File: src/hw/fss_consts.vh
// constants for the fieldbus slave state machine block
// Overview of operation
// after reset enter initial state; refuse mailbox and process data there
// master sets channel sync units 0 and 1 as mailbox channels in initial
// initial to configuring accepted only if mailbox channels are valid
// configuring accepts mailbox traffic, no process-data exchange
// master sets process-data sync units from 2, mapping units, object mapping
// configuring to safe-outputs needs valid process-data and clock settings
// inputs copied to dual-port memory before safe-outputs is acknowledged
// safe-outputs passes mailbox and process data, refreshes inputs, outputs safe
// with watchdog disabled outputs may follow received data in safe-outputs
// master sends valid output data before requesting running state
// running copies received output data to physical outputs, all traffic open
// firmware-update reachable only from initial state; others rejected
// firmware-update allows only file-transfer mailbox, nothing else
// objects addressed by 16-bit index and 8-bit subindex
// identity and configuration descriptions live from index 0x1000
// channel parameters from index 0x8000, optionally 0x4000
// input objects from 0x6000, output objects from 0x7000
// access follows object attribute; writes to read-only objects rejected
// online writes are saved to non-volatile memory fail-safe
// code word 0x12345678 at 0xF008 suppresses saving until changed or reset
// each channel block sits 16 indices after the previous one
// watchdog expiry forces outputs low, state kept; restarts on exchange
// failed or illegal request keeps state, reports it and flags error
`ifndef FSS_CONSTS_VH
`define FSS_CONSTS_VH
`define FSS_ST_INIT      4'h1
`define FSS_ST_CONFIG    4'h2
`define FSS_ST_BOOT      4'h3
`define FSS_ST_SAFE      4'h4
`define FSS_ST_RUN       4'h8
`define FSS_IDX_IDENT    16'h1000
`define FSS_IDX_ALTCHAN  16'h4000
`define FSS_IDX_INPDO    16'h6000
`define FSS_IDX_OUTPDO   16'h7000
`define FSS_IDX_CHAN     16'h8000
`define FSS_IDX_NOSAVE   16'hF008
`define FSS_NOSAVE_CODE  32'h12345678
`define FSS_RANGE_MASK   16'hF000
`define FSS_WD_MS        100
`define FSS_CLK_KHZ      40000
`define FSS_WD_CYCLES    (`FSS_WD_MS * `FSS_CLK_KHZ)
`endif

File: src/hw/fss_state_machine.v
// slave state sequencer with traffic gating, output watchdog and object decode
`timescale 1ns/1ps
`default_nettype none
`include "fss_consts.vh"
module fss_state_machine #(
    parameter [31:0] WD_CYCLES = `FSS_WD_CYCLES,
    parameter        NUM_CH    = 8
) (
    // clock and reset
    input  wire         core_clk,
    input  wire         srst,
    // state request from master
    input  wire         reqValid,
    input  wire [3:0]   reqState,
    input  wire         mbxCfgOk,
    input  wire         pdCfgOk,
    input  wire         dcCfgOk,
    // state report
    output reg  [3:0]   curState,
    output reg          reqAck,
    output reg          reqError,
    // traffic gating
    output wire         mbxEnable,
    output wire         fileOnlyMbx,
    output wire         pdEnable,
    // process data
    input  wire         pdExchange,
    input  wire [NUM_CH-1:0] rxOutData,
    input  wire [NUM_CH-1:0] inPins,
    input  wire         wdEnable,
    output reg  [NUM_CH-1:0] outPins,
    output reg  [NUM_CH-1:0] dpmInputs,
    output reg          wdExpired,
    // object dictionary access
    input  wire         objValid,
    input  wire         objWrite,
    input  wire [15:0]  objIndex,
    input  wire [7:0]   objSub,
    input  wire         objReadOnly,
    input  wire [31:0]  objWdata,
    output reg          objAck,
    output reg          objReject,
    output reg  [2:0]   objRange,
    output reg  [11:0]  objChannel,
    output reg          nvSaveReq,
    output reg          skipPersistentSave
);
    localparam [2:0] RG_OTHER = 3'h0;
    localparam [2:0] RG_IDENT = 3'h1;
    localparam [2:0] RG_ALTCH = 3'h2;
    localparam [2:0] RG_INPDO = 3'h3;
    localparam [2:0] RG_OUTPD = 3'h4;
    localparam [2:0] RG_CHAN  = 3'h5;

    // state codes double as the request codes the master sends
    localparam [3:0] ST_INIT   = `FSS_ST_INIT;
    localparam [3:0] ST_CONFIG = `FSS_ST_CONFIG;
    localparam [3:0] ST_BOOT   = `FSS_ST_BOOT;
    localparam [3:0] ST_SAFE   = `FSS_ST_SAFE;
    localparam [3:0] ST_RUN    = `FSS_ST_RUN;

    reg  [NUM_CH-1:0] inSync1;
    reg  [NUM_CH-1:0] inSync2;
    reg  [31:0]       wdCount;
    reg  [3:0]        next_state;
    reg               next_ok;
    wire              inSafe = (curState == ST_SAFE);
    wire              inRun  = (curState == ST_RUN);
    wire              inBoot = (curState == ST_BOOT);

    assign mbxEnable   = (curState == ST_CONFIG) | inSafe | inRun | inBoot;
    assign fileOnlyMbx = inBoot;
    assign pdEnable    = inSafe | inRun;

    // legal moves; backward moves are allowed except from boot, which may only return to initial
    always @* begin
        next_state = curState;
        next_ok    = 1'b0;
        case (curState)
            ST_INIT: begin
                case (reqState)
                    ST_INIT:   next_ok = 1'b1;
                    ST_CONFIG: next_ok = mbxCfgOk;
                    ST_BOOT:   next_ok = 1'b1;
                    default:   next_ok = 1'b0;
                endcase
            end
            ST_CONFIG: begin
                case (reqState)
                    ST_INIT:   next_ok = 1'b1;
                    ST_CONFIG: next_ok = 1'b1;
                    ST_SAFE:   next_ok = pdCfgOk & dcCfgOk;
                    default:   next_ok = 1'b0;
                endcase
            end
            ST_SAFE: begin
                // update request from here falls to default and is refused
                case (reqState)
                    ST_INIT:   next_ok = 1'b1;
                    ST_CONFIG: next_ok = 1'b1;
                    ST_SAFE:   next_ok = 1'b1;
                    ST_RUN:    next_ok = 1'b1;
                    default:   next_ok = 1'b0;
                endcase
            end
            ST_RUN: begin
                case (reqState)
                    ST_INIT:   next_ok = 1'b1;
                    ST_CONFIG: next_ok = 1'b1;
                    ST_SAFE:   next_ok = 1'b1;
                    ST_RUN:    next_ok = 1'b1;
                    default:   next_ok = 1'b0;
                endcase
            end
            ST_BOOT: begin
                // boot leaves only through initial
                case (reqState)
                    ST_INIT:   next_ok = 1'b1;
                    ST_BOOT:   next_ok = 1'b1;
                    default:   next_ok = 1'b0;
                endcase
            end
            default: next_ok = 1'b0;
        endcase
        if (next_ok)
            next_state = reqState;
    end

    always @(posedge core_clk) begin
        if (srst) begin
            curState <= ST_INIT;
            reqAck   <= 1'b0;
            reqError <= 1'b0;
        end else begin
            reqAck <= 1'b0;
            if (reqValid) begin
                reqAck <= 1'b1;
                if (next_ok) begin
                    curState <= next_state;
                    reqError <= 1'b0;
                end else begin
                    reqError <= 1'b1;
                end
            end
        end
    end

    // pins cross in through two flops
    always @(posedge core_clk) begin
        if (srst) begin
            inSync1   <= {NUM_CH{1'b0}};
            inSync2   <= {NUM_CH{1'b0}};
            dpmInputs <= {NUM_CH{1'b0}};
        end else begin
            inSync1 <= inPins;
            inSync2 <= inSync1;
            // snapshot on entry to safe-outputs, same edge as the ack
            if (reqValid && next_ok && next_state == ST_SAFE &&
                curState == ST_CONFIG)
                dpmInputs <= inSync2;
            else if (inSafe | inRun)
                dpmInputs <= inSync2;
        end
    end

    // watchdog counts only while armed; a zero-width timeout is not offered
    always @(posedge core_clk) begin
        if (srst) begin
            wdCount   <= 32'h00000000;
            wdExpired <= 1'b0;
        end else if (!wdEnable || !pdEnable || pdExchange) begin
            wdCount   <= 32'h00000000;
            wdExpired <= 1'b0;
        end else if (wdCount >= WD_CYCLES - 32'h00000001) begin
            wdExpired <= 1'b1;
        end else begin
            wdCount <= wdCount + 32'h00000001;
        end
    end

    always @(posedge core_clk) begin
        if (srst)
            outPins <= {NUM_CH{1'b0}};
        else if (wdExpired)
            outPins <= {NUM_CH{1'b0}};
        else if (inRun)
            outPins <= rxOutData;
        else if (inSafe && !wdEnable)
            outPins <= rxOutData;
        else
            outPins <= {NUM_CH{1'b0}};
    end

    // object dictionary decode, index plus subindex
    always @(posedge core_clk) begin
        if (srst) begin
            objAck             <= 1'b0;
            objReject          <= 1'b0;
            objRange           <= RG_OTHER;
            objChannel         <= 12'h000;
            nvSaveReq          <= 1'b0;
            skipPersistentSave <= 1'b0;
        end else begin
            objAck    <= objValid;
            nvSaveReq <= 1'b0;
            if (objValid) begin
                case (objIndex & `FSS_RANGE_MASK)
                    `FSS_IDX_IDENT:   objRange <= RG_IDENT;
                    `FSS_IDX_ALTCHAN: objRange <= RG_ALTCH;
                    `FSS_IDX_INPDO:   objRange <= RG_INPDO;
                    `FSS_IDX_OUTPDO:  objRange <= RG_OUTPD;
                    `FSS_IDX_CHAN:    objRange <= RG_CHAN;
                    default:          objRange <= RG_OTHER;
                endcase
                objChannel <= {4'h0, objIndex[11:4]};
                objReject  <= objWrite & objReadOnly;
                if (objWrite && !objReadOnly) begin
                    if (objIndex == `FSS_IDX_NOSAVE && objSub == 8'h00) begin
                        skipPersistentSave <= (objWdata == `FSS_NOSAVE_CODE);
                    end else begin
                        nvSaveReq <= ~skipPersistentSave;
                    end
                end
            end
        end
    end
endmodule // fss_state_machine
`default_nettype wire

File: config.mk
export PLATFORM = sky130hd
export DESIGN_NAME = fss_state_machine
export DESIGN_NICKNAME = d
export VERILOG_FILES = /design/src/hw/fss_state_machine.v
export VERILOG_INCLUDE_DIRS = /design/src /design/src/hw
export SDC_FILE = /design/constraint.sdc
export NUM_CORES = 1
export LEC_CHECK = 0
export BUFFER_PORTS_ARGS = -buffer_cell sky130_fd_sc_hd__buf_4
export CAP_MARGIN = 10
export CORE_ASPECT_RATIO = 0.7
export CORE_MARGIN = 5
export CORE_UTILIZATION = 51
export CTS_BUF_LIST = sky130_fd_sc_hd__clkbuf_8
export CTS_CLUSTER_DIAMETER = 40
export DETAILED_ROUTE_END_ITERATION = 10
export GPL_ROUTABILITY_DRIVEN = 0
export HOLD_SLACK_MARGIN = 0.08
export MAX_ROUTING_LAYER = met4
export PLACE_DENSITY_LB_ADDON = 0.05
export SYNTH_ARGS = -nofsm -noshare
export SYNTH_HDL_FRONTEND = slang
export SYNTH_SLANG_ARGS = --single-unit
File: constraint.sdc
create_clock -name core_clk -period 2.6 [get_ports core_clk]
set_input_delay 0.52 -clock core_clk [delete_from_list [all_inputs] [get_ports core_clk]]
set_output_delay 0.52 -clock core_clk [all_outputs]
set_load 0.02 [all_outputs]
=== Word-level counts from Yosys, hierarchy flattened ===
Cells that the tools add are included.

* Register bits after elaboration: 86
* Latch bits: 0
* Bits in writable memories: 0
* Bits in read-only memories: 0
* Output and inout bits: 45
* Word-level logic and storage cells: 79
* Memories: 0

* $add $sub $neg: 1
* $mul: 0
* Divide/modulo/power cells: 0
* Magnitude comparators: 1
* Equality and inequality tests: 18
* Shifts and indexed selects: 0
* Muxes and demuxes: 13
* Bitwise logic cells: 9
* Reductions and logical operators: 22

{| class="wikitable"
|+ Operator list
! kind !! number
|-
| adder 32 x 1 -> 32 bit (second input constant) || 1
|-
| == test 32 x 29 -> 1 bit (second input constant) || 1
|-
| >= comparator 32 x 22 -> 1 bit (second input constant) || 1
|-
| 2-to-1 mux 8 bit || 4
|-
| == test 4 x 3 -> 1 bit (second input constant) || 6
|-
| == test 16 bit (second input constant) || 1
|-
| == test 4 x 2 -> 1 bit (second input constant) || 4
|-
| one-hot mux 3 bit (5 select lines) || 1
|-
| == test 4 x 1 -> 1 bit (second input constant) || 3
|-
| == test 4 bit (second input constant) || 3
|-
| OR reduction 2 bit || 5
|-
| zero test 8 bit || 1
|-
| OR reduction 4 bit || 2
|-
| logical AND 1 bit || 6
|-
| 2-to-1 mux 1 bit || 4
|-
| 2-to-1 mux 4 bit || 1
|-
| OR 1 bit || 4
|-
| one-hot mux 1 bit (2 select lines) || 2
|-
| one-hot mux 1 bit (4 select lines) || 1
|-
| zero test 1 bit || 3
|-
| NOT 1 bit || 3
|-
| AND reduction 3 bit || 1
|-
| bitwise AND 1 bit || 2
|-
| logical OR 1 bit || 2
|-
| 2 further kinds || 2
|}

=== Depth between registers and ports, before layout ===
Gate-level depths: netlist (run 1).

* Word-level depth: 9
* Depth in mapped cells: 8
* Mapped depth without buffers: 6

=== Worst setup path after synthesis (run 1) ===
OpenSTA, ideal clock, no wires.

* Path kind: register to register
* From: register curState[0]
* To: register curState[3]
* Arrival: 1.935 ns
* Data required time: 2.472 ns
* Path slack: 0.537 ns
* Stages on the path, launching flop included: 7
* Cells stage by stage: dfxtp_1 or2_2 a21oi_2 o21ai_0 a31oi_1 mux2i_1 nor2_1

* Cells in the longest elaborated chain, start to end: 4
* Elaborated cells on any way between the ends: 9

{| class="wikitable"
|+ RTL lines
! element !! RTL line !! text
|-
| from (decl) || fss_state_machine.v:19 || <nowiki>output reg [3:0] curState,</nowiki>
|-
| from (signal assigned) || fss_state_machine.v:139 || <nowiki>curState <= next_state;</nowiki>
|-
| == test 4 x 3 -> 1 bit or == test 4 bit (tied branches) || fss_state_machine.v:79 || <nowiki>case (curState)</nowiki>
|-
| OR reduction 2 bit (no source line) || -- ||
|-
| one-hot mux 1 bit (4 select lines) (*) || fss_state_machine.v:79 ||
|-
| 2-to-1 mux 4 bit or AND reduction 2 bit (tied branches) || -- ||
|}

Every way passes the cells marked *; elsewhere a longest branch is shown, timed or not.
A chain may end at the register's enable or synchronous reset.

=== Worst setup path after layout (run 1) ===
* From: register wdCount[22]
* To: register wdCount[10]

* Cells in the longest elaborated chain, start to end: 1

{| class="wikitable"
|+ RTL lines
! element !! RTL line !! text
|-
| from (decl) || fss_state_machine.v:64 || <nowiki>reg [31:0] wdCount;</nowiki>
|-
| from (signal assigned) || fss_state_machine.v:177 || <nowiki>wdCount <= wdCount + 32'h00000001;</nowiki>
|-
| >= comparator 32 x 22 -> 1 bit || fss_state_machine.v:174 || <nowiki>end else if (wdCount >= WD_CYCLES - 32'h00000001) begin</nowiki>
|}

Every way passes these cells.

==> results.json, run 1 <==
{
  "floorplan.die.height_um": 79.6,
  "fin_hold_viols": 0,
  "drc_errors": 0,
  "dp_cells": 585,
  "post_cts_hold_buffer_count": 0,
  "synth_ff_type": "sky130_fd_sc_hd__dfxtp_1",
  "regArea_um2": 1720,
  "maxSlewViolCount": 0,
  "synth.cell_area_um2": 3530,
  "start_kind": "register",
  "run_status": "finished clean",
  "wire_per_inst_um": 14.1,
  "syn-instance-count": 376,
  "pwr-share-comb": 0.092,
  "max_slew.worst_pin.slew_ns": 0.561,
  "synth-edff-count": 0,
  "num_vias": 3075,
  "endpoint_kind": "register",
  "antenna_violations_before_repair": 0,
  "syn2layout_area_growth_pct": 34.5,
  "finClkSkew_ns": 0.0103,
  "cts_buffer_depth": 2,
  "die_w_um": 109,
  "netlist_cell_types": 46,
  "drtPass1Iterations": 4,
  "vdd_drop_max_mv": 0.271,
  "fmax_ghz": 0.443,
  "cts_htree_levels": 3,
  "setup_repair_after_global_routing_missed_its_margin": "false",
  "arrival_time_of_data_at_the_critical_path_endpoint_ns": 2.50,
  "global_route_wire_length_before_repair_mm": 13.9,
  "drt-total-wl_mm": 8.42,
  "total_of_endpoints_with_negative_setup_slack_in_the_final_report": 0,
  "worst_path_max_delay_cell": "sky130_fd_sc_hd__or4_1",
  "num_antenna_cells": 0,
  "ys.warnings.count": 0,
  "clock-sinks": 86,
  "hold_class": "in -> reg",
  "viasPerCell": 5.13,
  "switchingPower_mw": 0.553,
  "cts_made_buffers": 9,
  "r2r_setup_slack_ns": 0.34,
  "initial_utilization": 0.523,
  "final_cell_count_no_fill": 599,
  "power_switching_share": 0.216,
  "share_clk_of_total_power": 0.379,
  "std_cell_rows": 25,
  "path_clk_slew_ns": 0.08,
  "tritoncts": "built",
  "critical_path.max_fanout": 16,
  "power.internal_mw": 2.01,
  "grt.overflow.total": 0,
  "critical_path.max_stage_delay_ns": 0.53,
  "leakage_power_nw": 2.03,
  "synth-seq-cells": 86,
  "crit_chain": "or4_1 > nor4_2 > nand2_2 > nor3_2 > a21oi_1 > a31o_2",
  "number_of_gates_given_a_new_drive_strength_after_cts": 0,
  "detailed_place_hpwl_mm": 6.39,
  "hold_path_depth": 2,
  "track_usage": 0.208,
  "grt_pass1_vias": 2972,
  "cts_setup_buffers": 0,
  "initial_drc_count": 160,
  "fin_crit_ns": 2.26,
  "largest_net_degree_at_the_start_of_global_routing": 49,
  "relSlewSlack": 0.624,
  "avgSynthCellArea_um2": 9.39,
  "clock_tree.root_cell": "sky130_fd_sc_hd__clkbuf_8",
  "postSynth.asyncResetShare": 0,
  "worst_skew_pair.late_latency_ns": 0.34,
  "critical_path_required_ns": 2.84,
  "core_area_um2": 6760,
  "postRouteAntennaNets": 0,
  "final.fill_count": 539,
  "final.hold.worst_slack_ns": 0.375,
  "ios": 132,
  "drv.max_cap_violation_count": 0,
  "final_min_period_over_clock_period": 0.869,
  "power_per_cell_area_nw_per_um2": 539,
  "finish.utilization": 0.703,
  "power_frac_seq": 0.530,
  "place.port_buffers": 127,
  "multi_input_combinational_cell_area_um2": 1710,
  "worstRegToRegCells": 6,
  "synth_seq_area_share": 0.487,
  "drive_gt1_frac": 0.319,
  "fp.dieArea_um2": 8720,
  "worst-setup-path-type": "reg -> reg",
  "layout.nets": 590,
  "tns_ns": 0
}
metal layers:
metal	global-route usage	part of all wire
met5	-	0
met3	0.0711	0.079
met1	0.261	0.46
met4	0.0535	0.014
met2	0.324	0.45
cell type report:
type,count,share of cell area
clock buffers,9,0.0261
clock inverters,5,0.0163
inverters,4,0.00316
multi-input cells,270,0.360
flip-flops and latches,86,0.362
well taps,94,0.0248
repair buffers,131,0.207
cell families after synthesis:
group | count (synthesis) | synth area share
AOI/OAI and AO/OA | 29 | 0.0549
xor gates and xnor gates | 17 | 0.0422
adders and majority gates | 1 | 0.00354
buffers and inverters | 23 | 0.0315
DFF | 86 | 0.487
muxes | 22 | 0.0623
other | 1 | 0.00106
and+or+nand+nor | 197 | 0.317
path summary, 6_finish.rpt:
| check | start | endpoint |
|---|---|---|
| worst max-delay path | wdCount[22] | wdCount[10] |
| worst min register to register | inSync1[6] | inSync2[6] |
| worst max register to register | wdCount[22] | wdCount[10] |
| worst min-delay path | rxOutData[7] | outPins[7] |
through the flow:
stage                     power, mW  instance area (um2)  worst slack [ns]
after CTS                      2.58                 4750             0.331
after detailed placement       1.62                 4550             0.354
after floorplan                1.48                 3540             0.537
final                          2.56                 4750             0.340
after global placement         1.62                 4550             0.397
after global routing           2.68                 4750            0.0872
registers in the layout, indices dropped and copies added, names as in the netlist:
name                flops
nvSaveReq               1
objChannel              8
skipPersistentSave      1
wdExpired               1
objAck                  1
wdCount                32
reqError                1
dpmInputs               8
outPins                 8
inSync2                 8
curState                4
inSync1                 8
reqAck                  1
objRange                3
objReject               1
worst max-delay path, delay by kind of cell (launching register included):
kind | cells | cell delay [ns]
simple gates | 4 | 1.49
compound gates | 2 | 0.33
flops | 1 | 0.32
power groups by stage:
stage | logic [mW] | registers [mW] | clock network, mW
after detailed placement | 0.236 | 1.39 | 0
after floorplan | 0.0784 | 1.40 | 0
after global routing | 0.255 | 1.36 | 1.06
final | 0.234 | 1.35 | 0.969
after CTS | 0.236 | 1.36 | 0.992
after global placement | 0.231 | 1.38 | 0
cells in the mapped netlist, types with 2 or more instances:
| library cell | instances | share of area |
|---|---|---|
| sky130_fd_sc_hd__dfxtp_1 | 86 | 0.49 |
| sky130_fd_sc_hd__nor2_1 | 57 | 0.061 |
| sky130_fd_sc_hd__mux2i_1 | 22 | 0.062 |
| sky130_fd_sc_hd__and2_1 | 19 | 0.034 |
| sky130_fd_sc_hd__nor2b_1 | 18 | 0.032 |
| sky130_fd_sc_hd__xnor2_1 | 17 | 0.042 |
| sky130_fd_sc_hd__nand2_1 | 15 | 0.016 |
| sky130_fd_sc_hd__nor3_1 | 14 | 0.020 |
| sky130_fd_sc_hd__nand4_1 | 12 | 0.021 |
| sky130_fd_sc_hd__nand3_1 | 11 | 0.016 |
| sky130_fd_sc_hd__a21oi_1 | 10 | 0.014 |
| sky130_fd_sc_hd__clkbuf_1 | 9 | 0.0096 |
| sky130_fd_sc_hd__nor4b_1 | 9 | 0.022 |
| sky130_fd_sc_hd__nor4_1 | 8 | 0.014 |
| sky130_fd_sc_hd__nand2b_1 | 6 | 0.011 |
| sky130_fd_sc_hd__a31o_2 | 4 | 0.0099 |
| sky130_fd_sc_hd__and3_1 | 4 | 0.0071 |
| sky130_fd_sc_hd__buf_4 | 4 | 0.0085 |
| sky130_fd_sc_hd__inv_1 | 4 | 0.0042 |
| sky130_fd_sc_hd__nor4_2 | 4 | 0.014 |
| sky130_fd_sc_hd__o21ai_0 | 4 | 0.0057 |
| sky130_fd_sc_hd__and4_1 | 3 | 0.0074 |
| sky130_fd_sc_hd__buf_1 | 3 | 0.0032 |
| sky130_fd_sc_hd__nand3b_1 | 3 | 0.0064 |
| sky130_fd_sc_hd__a21oi_2 | 2 | 0.0050 |
| sky130_fd_sc_hd__a31oi_1 | 2 | 0.0035 |
| sky130_fd_sc_hd__buf_2 | 2 | 0.0028 |
| sky130_fd_sc_hd__nor3_2 | 2 | 0.0057 |
| sky130_fd_sc_hd__nor3b_1 | 2 | 0.0042 |
| sky130_fd_sc_hd__nor4bb_1 | 2 | 0.0057 |
| sky130_fd_sc_hd__o211ai_1 | 2 | 0.0042 |
| sky130_fd_sc_hd__or4_1 | 2 | 0.0042 |
cell usage in the layout (no fill, tap or decap), types with 4 or more instances in the layout:
master / n
sky130_fd_sc_hd__nand4_1: 12
sky130_fd_sc_hd__buf_4: 131
sky130_fd_sc_hd__nand3_1: 11
sky130_fd_sc_hd__dfxtp_1: 86
sky130_fd_sc_hd__a21oi_1: 10
sky130_fd_sc_hd__nor2_1: 57
sky130_fd_sc_hd__and2_1: 19
sky130_fd_sc_hd__nand2_1: 15
sky130_fd_sc_hd__o21ai_0: 4
sky130_fd_sc_hd__nand2b_1: 6
sky130_fd_sc_hd__nor4b_1: 9
sky130_fd_sc_hd__nor4_2: 4
sky130_fd_sc_hd__xnor2_1: 17
sky130_fd_sc_hd__nor4_1: 8
sky130_fd_sc_hd__conb_1: 4
sky130_fd_sc_hd__clkbuf_8: 9
sky130_fd_sc_hd__nor2b_1: 18
sky130_fd_sc_hd__mux2i_1: 22
sky130_fd_sc_hd__inv_1: 5
sky130_fd_sc_hd__a31o_2: 4
sky130_fd_sc_hd__nor3_1: 14
sky130_fd_sc_hd__and3_1: 4
Note: power is estimated with default switching activity, not from simulation.
==> run 2, diff against run 1 <==
Settings changed: CORE_UTILIZATION 51 to 55, PLACE_DENSITY set to 0.9, PLACE_DENSITY_LB_ADDON 0.05 to not set.
Clock period 2.6 ns to 2.77 ns, I/O delays scaled along.
==> run 2 against run 1 <==
Net effect:
- count of clock-buffer cells in the layout unchanged
- cell count decreased by 2.7%
- sequential share of layout area increased by 0.067 points
==> results.json, run 2 (synthesis gave the netlist of run 1 again) <==
{
  "r2r_setup_slack_ns": 0.44,
  "ios": 132,
  "number_of_gates_given_a_new_drive_strength_after_cts": 0,
  "vdd_drop_max_mv": 0.399,
  "antenna_violations_before_repair": 0,
  "cts_htree_levels": 3,
  "relSlewSlack": 0.406,
  "cts_made_buffers": 9,
  "worstRegToRegCells": 6,
  "final.fill_count": 431,
  "finClkSkew_ns": 0.00953,
  "cts_setup_buffers": 0,
  "regToRegEndpoint": "wdCount[18]",
  "fin_crit_ns": 2.33,
  "total_of_endpoints_with_negative_setup_slack_in_the_final_report": 0,
  "hold_class": "in -> reg",
  "maxSlewViolCount": 0,
  "max_slew.worst_pin.slew_ns": 0.892,
  "detailed_place_hpwl_mm": 6.37,
  "postRouteAntennaNets": 0,
  "fmax_ghz": 0.430,
  "drc_errors": 0,
  "fin_hold_viols": 0,
  "num_antenna_cells": 0,
  "layout.nets": 588,
  "critical_path_required_ns": 3.02,
  "leakage_power_nw": 2.03,
  "fp.dieArea_um2": 8150,
  "cts_buffer_depth": 2,
  "most-common-layout-cells": "sky130_fd_sc_hd__buf_4 (129), sky130_fd_sc_hd__dfxtp_1 (86), sky130_fd_sc_hd__nor2_1 (57)",
  "clock_tree.root_cell": "sky130_fd_sc_hd__clkbuf_8",
  "place.port_buffers": 127,
  "worst_skew_pair.late_latency_ns": 0.35,
  "grt_pass1_vias": 3129,
  "critical_path.max_fanout": 16,
  "setup_repair_after_global_routing_missed_its_margin": "false",
  "core_area_um2": 6250,
  "tns_ns": 0,
  "track_usage": 0.214,
  "mostFrequentLayoutCell": "sky130_fd_sc_hd__buf_4",
  "largest_net_degree_at_the_start_of_global_routing": 49,
  "registers.top_by_ff_count": "wdCount",
  "final_min_period_over_clock_period": 0.840,
  "run_status": "finished clean",
  "crit-reg2reg-launch": "wdCount[22]",
  "floorplan.die.height_um": 77.1,
  "hold_path_depth": 2,
  "arrival_time_of_data_at_the_critical_path_endpoint_ns": 2.58,
  "initial_drc_count": 187,
  "die_w_um": 106,
  "largest_register_ffs": 32,
  "grt.overflow.total": 0,
  "path_clk_slew_ns": 0.09,
  "syn2layout_area_growth_pct": 34.2,
  "initial_utilization": 0.566,
  "endpoint_kind": "register",
  "min-delay-start": "rxOutData[5]",
  "power_per_cell_area_nw_per_um2": 521,
  "drive_gt1_frac": 0.321,
  "holdPathEnd": "outPins[5]",
  "tritoncts": "built",
  "global_route_wire_length_before_repair_mm": 13.8,
  "clock-sinks": 86,
  "final.hold.worst_slack_ns": 0.395,
  "worst-setup-path-type": "reg -> reg",
  "num_vias": 3136,
  "wire_per_inst_um": 14.5,
  "crit_path_start": "wdCount[22]",
  "std_cell_rows": 24,
  "drv.max_cap_violation_count": 0,
  "viasPerCell": 5.38,
  "drt-total-wl_mm": 8.46,
  "start_kind": "register",
  "drtPass1Iterations": 4,
  "post_cts_hold_buffer_count": 0
}
## run 2: cell types whose count changed in the layout (fill, tap and decap cells not counted), sizes merged
cell	change
inv	+2
buf	-2
## run 2: where the power goes
| group | total, mW | switching [mW] | internal [mW] |
|---|---|---|---|
| sequential | 1.27 | 0.0108 | 1.26 |
| clock | 0.982 | 0.461 | 0.520 |
| combinational | 0.220 | 0.0928 | 0.127 |
## run 2: cell type report
class                      instances  area [um2]  area share
multi-input combinational        270        1710       0.361
inverter                           4        15.0     0.00317
clock inverter                     7         104      0.0219
tap                               78        97.6      0.0206
sequential                        86        1720       0.363
clock buffer                       9         124      0.0261
timing repair buffer             129         968       0.204
## run 2: worst max-delay path by stage
stage	to	depth (start not counted)	slack [ns]
floorplan	curState[3]	6	0.71
global placement	dpmInputs[7]	7	0.59
detailed placement	dpmInputs[0]	7	0.51
CTS	wdCount[10]	6	0.45
global route	wdCount[19]	6	0.22
finish	wdCount[18]	6	0.44
## run 2: per-stage QoR
stage                     worst slack [ns]  instance area [um2]  total power [mW]  utilization  std cells
final                                0.443                 4740              2.47        0.759        583
after global routing                 0.221                 4740              2.57        0.759        583
after CTS                            0.453                 4740              2.49        0.759        583
after detailed placement             0.512                 4510              1.52        0.723        567
after global placement               0.588                 4510              1.51        0.723        567
after floorplan                      0.707                 3540              1.39            -        379
## run 2: worst max-delay path: stages (launching register included)
cell and delay, ns:
sky130_fd_sc_hd__dfxtp_1 0.33, sky130_fd_sc_hd__or4_1 0.53, sky130_fd_sc_hd__nor4_2 0.34, sky130_fd_sc_hd__nand2_2 0.30, sky130_fd_sc_hd__nor3_2 0.39, sky130_fd_sc_hd__a21oi_1 0.11, sky130_fd_sc_hd__a31o_2 0.22
## run 2: metal layers
layer  up-vias  global-route usage  wire, um
met5         -                   -         0
met4         0              0.0828       219
met3        20              0.0612       644
met2       138               0.356      4010
met1      1427               0.246      3590
li1       1551                   -         -
==> run 3, diff against run 2 <==
Settings changed: ABC_AREA set to 1, CORE_UTILIZATION 55 to 52, PLACE_DENSITY 0.9 to 0.84.
Clock period 2.77 ns to 2.2 ns, I/O delays scaled along.
==> run 3 against run 2 <==
Net effect:
- wire length rose by 22%
- clock power is 15% higher
- global-route usage is 2.3 points higher
- first-iteration DRC count up 35%
- count of clock-buffer cells in the layout is the same
==> results.json, run 3 <==
{
  "run_status": "finished clean",
  "pwr-share-comb": 0.102,
  "final_cell_count_no_fill": 760,
  "registers.top_by_ff_count": "wdCount",
  "synth-edff-count": 0,
  "cts_buffer_depth": 2,
  "drt-total-wl_mm": 10.3,
  "power_per_cell_area_nw_per_um2": 604,
  "fin_crit_ns": 1.99,
  "power_frac_seq": 0.528,
  "critical_path.max_fanout": 19,
  "clock_tree.root_cell": "sky130_fd_sc_hd__clkbuf_8",
  "most-common-layout-cells": "sky130_fd_sc_hd__buf_4 (127), sky130_fd_sc_hd__nor2_1 (99), sky130_fd_sc_hd__nand2_1 (91)",
  "initial_drc_count": 253,
  "start_kind": "register",
  "place.port_buffers": 127,
  "syn-instance-count": 537,
  "switchingPower_mw": 0.757,
  "finish.utilization": 0.691,
  "antenna_violations_before_repair": 0,
  "tritoncts": "built",
  "synth_top_area_cell": "sky130_fd_sc_hd__dfxtp_1",
  "power_switching_share": 0.249,
  "fin_hold_viols": 0,
  "post_cts_hold_buffer_count": 0,
  "leakage_power_nw": 2.36,
  "std_cell_rows": 26,
  "finClkSkew_ns": 0.00988,
  "synth.most_common_cell": "sky130_fd_sc_hd__nor2_1",
  "final.fill_count": 611,
  "relSlewSlack": 0.520,
  "worst-setup-path-type": "reg -> out",
  "power.internal_mw": 2.29,
  "synth.cell_area_um2": 3890,
  "maxSlewViolCount": 0,
  "setup_repair_after_global_routing_missed_its_margin": "false",
  "worst_skew_pair.late_latency_ns": 0.35,
  "path_clk_slew_ns": 0.09,
  "postSynth.asyncResetShare": 0,
  "vdd_drop_max_mv": 0.478,
  "netlist_cell_types": 35,
  "layout.nets": 745,
  "ys.warnings.count": 0,
  "cts_made_buffers": 9,
  "track_usage": 0.237,
  "detailed_place_hpwl_mm": 7.96,
  "number_of_gates_given_a_new_drive_strength_after_cts": 0,
  "die_w_um": 113,
  "drc_errors": 0,
  "share_of_yosys_cell_area_claimed_by_the_top_area_cell_type": 0.443,
  "drv.max_cap_violation_count": 0,
  "r2r_setup_slack_ns": 0.21,
  "num_antenna_cells": 0,
  "viasPerCell": 5.05,
  "clock-sinks": 86,
  "ios": 132,
  "initial_utilization": 0.534,
  "drtPass1Iterations": 7,
  "share_clk_of_total_power": 0.371,
  "drive_gt1_frac": 0.245,
  "mostFrequentLayoutCell": "sky130_fd_sc_hd__buf_4",
  "synth_area_leaders": "sky130_fd_sc_hd__dfxtp_1 (44%), sky130_fd_sc_hd__nor2_1 (9.6%), sky130_fd_sc_hd__nand2_1 (8.8%)",
  "floorplan.die.height_um": 82.4,
  "largest_register_ffs": 32,
  "grt_pass1_vias": 3699,
  "pre_cts_slack_ns": 0.274,
  "timing.final.ws_setup_ns": 0.206,
  "cts_htree_levels": 3,
  "grt.overflow.total": 0,
  "core_area_um2": 7290,
  "synth_ff_type": "sky130_fd_sc_hd__dfxtp_1",
  "fmax_ghz": 0.502,
  "hold_class": "in -> reg",
  "fp.dieArea_um2": 9340,
  "postRouteAntennaNets": 0,
  "wire_per_inst_um": 13.6,
  "dp_cells": 744,
  "arrival_time_of_data_at_the_critical_path_endpoint_ns": 1.55,
  "power_mw": 3.05,
  "tns_ns": 0,
  "cts_setup_buffers": 0,
  "syn2layout_area_growth_pct": 29.6,
  "endpoint_kind": "output pin",
  "total_of_endpoints_with_negative_setup_slack_in_the_final_report": 0,
  "final_min_period_over_clock_period": 0.906,
  "post_synth_top_cells": "sky130_fd_sc_hd__nor2_1 (99), sky130_fd_sc_hd__nand2_1 (91), sky130_fd_sc_hd__dfxtp_1 (86)",
  "largest_net_degree_at_the_start_of_global_routing": 28,
  "global_route_wire_length_before_repair_mm": 17.2,
  "num_vias": 3837,
  "max_slew.worst_pin.slew_ns": 0.719,
  "critical_path_required_ns": 1.76,
  "avgSynthCellArea_um2": 7.24,
  "synth-seq-cells": 86,
  "synth_seq_area_share": 0.443
}
-- run 3: cell types whose count changed in the layout (fill, tap and decap cells not counted), moves of 10 or more --
cell and change:
sky130_fd_sc_hd__inv_1 +77, sky130_fd_sc_hd__nand2_1 +76, sky130_fd_sc_hd__nor2_1 +42, sky130_fd_sc_hd__mux2i_1 -22, sky130_fd_sc_hd__and2_1 -19, sky130_fd_sc_hd__nor2b_1 -18, sky130_fd_sc_hd__a21oi_1 +17, sky130_fd_sc_hd__nand3_1 +16
sky130_fd_sc_hd__o21ai_0 +16, sky130_fd_sc_hd__xor2_1 +10
-- run 3: worst max-delay path, stage by stage, from the launching register on --
cell	delay (ns)
sky130_fd_sc_hd__dfxtp_1	0.42
sky130_fd_sc_hd__nor2_2	0.08
sky130_fd_sc_hd__nand2_1	0.11
sky130_fd_sc_hd__nand2_2	0.11
sky130_fd_sc_hd__inv_4	0.20
sky130_fd_sc_hd__o21ai_0	0.12
sky130_fd_sc_hd__buf_4	0.17
-- run 3: kinds of logic (layout without fill, tap and decap cells) --
logic type | Yosys count | after routing | synth area share
flip-flops | 86 | 86 | 0.443
adder cells (fa/ha/maj) | 1 | 1 | 0.00322
buffers and inverters | 105 | 227 | 0.118
AND/OR/NAND/NOR | 270 | 270 | 0.315
XOR/XNOR | 18 | 18 | 0.0405
AO/OA/AOI/OAI | 56 | 56 | 0.0792
other | 1 | 4 | 0.000964
-- run 3: cell type report --
class,count,area [um2],area share
Sequential cell,86,1720,0.342
Multi-Input combinational cell,349,1720,0.341
Timing Repair Buffer,127,953,0.189
Inverter,84,320,0.0636
Clock buffer,9,124,0.0246
Tap cell,98,123,0.0243
Clock inverter,7,77.6,0.0154
-- run 3: per-layer routing --
| layer | wire length [um] | share of wire | GRT usage |
|---|---|---|---|
| met5 | 0 | 0 | - |
| met4 | 141 | 0.014 | 0.0564 |
| met3 | 739 | 0.072 | 0.0605 |
| met2 | 4920 | 0.48 | 0.401 |
| met1 | 4510 | 0.44 | 0.288 |
-- run 3: metrics by stage --
stage	cell area, um2	hold WS [ns]
2_1_floorplan	3900	0.388
3_3_place_gp	4840	0.391
3_5_place_dp	4840	0.392
4_1_cts	5040	0.276
5_1_grt	5040	0.276
6_report	5040	0.284
-- run 3: worst paths after layout --
path | start | end | cells past startpoint
worst max-delay path | curState[0] | mbxEnable | 6
worst min-delay path | inPins[4] | inSync1[4] | 3
worst max register to register | wdCount[1] | wdCount[2] | 13
worst min register to register | inSync1[7] | inSync2[7] | 2
-- run 3: power groups by stage --
stage               sequential, mW  clock [mW]  combinational, mW
finish                        1.61        1.13              0.310
global route                  1.61        1.22              0.338
CTS                           1.61        1.15              0.309
detailed placement            1.64           0              0.308
global placement              1.64           0              0.300
floorplan                     1.67           0             0.0992
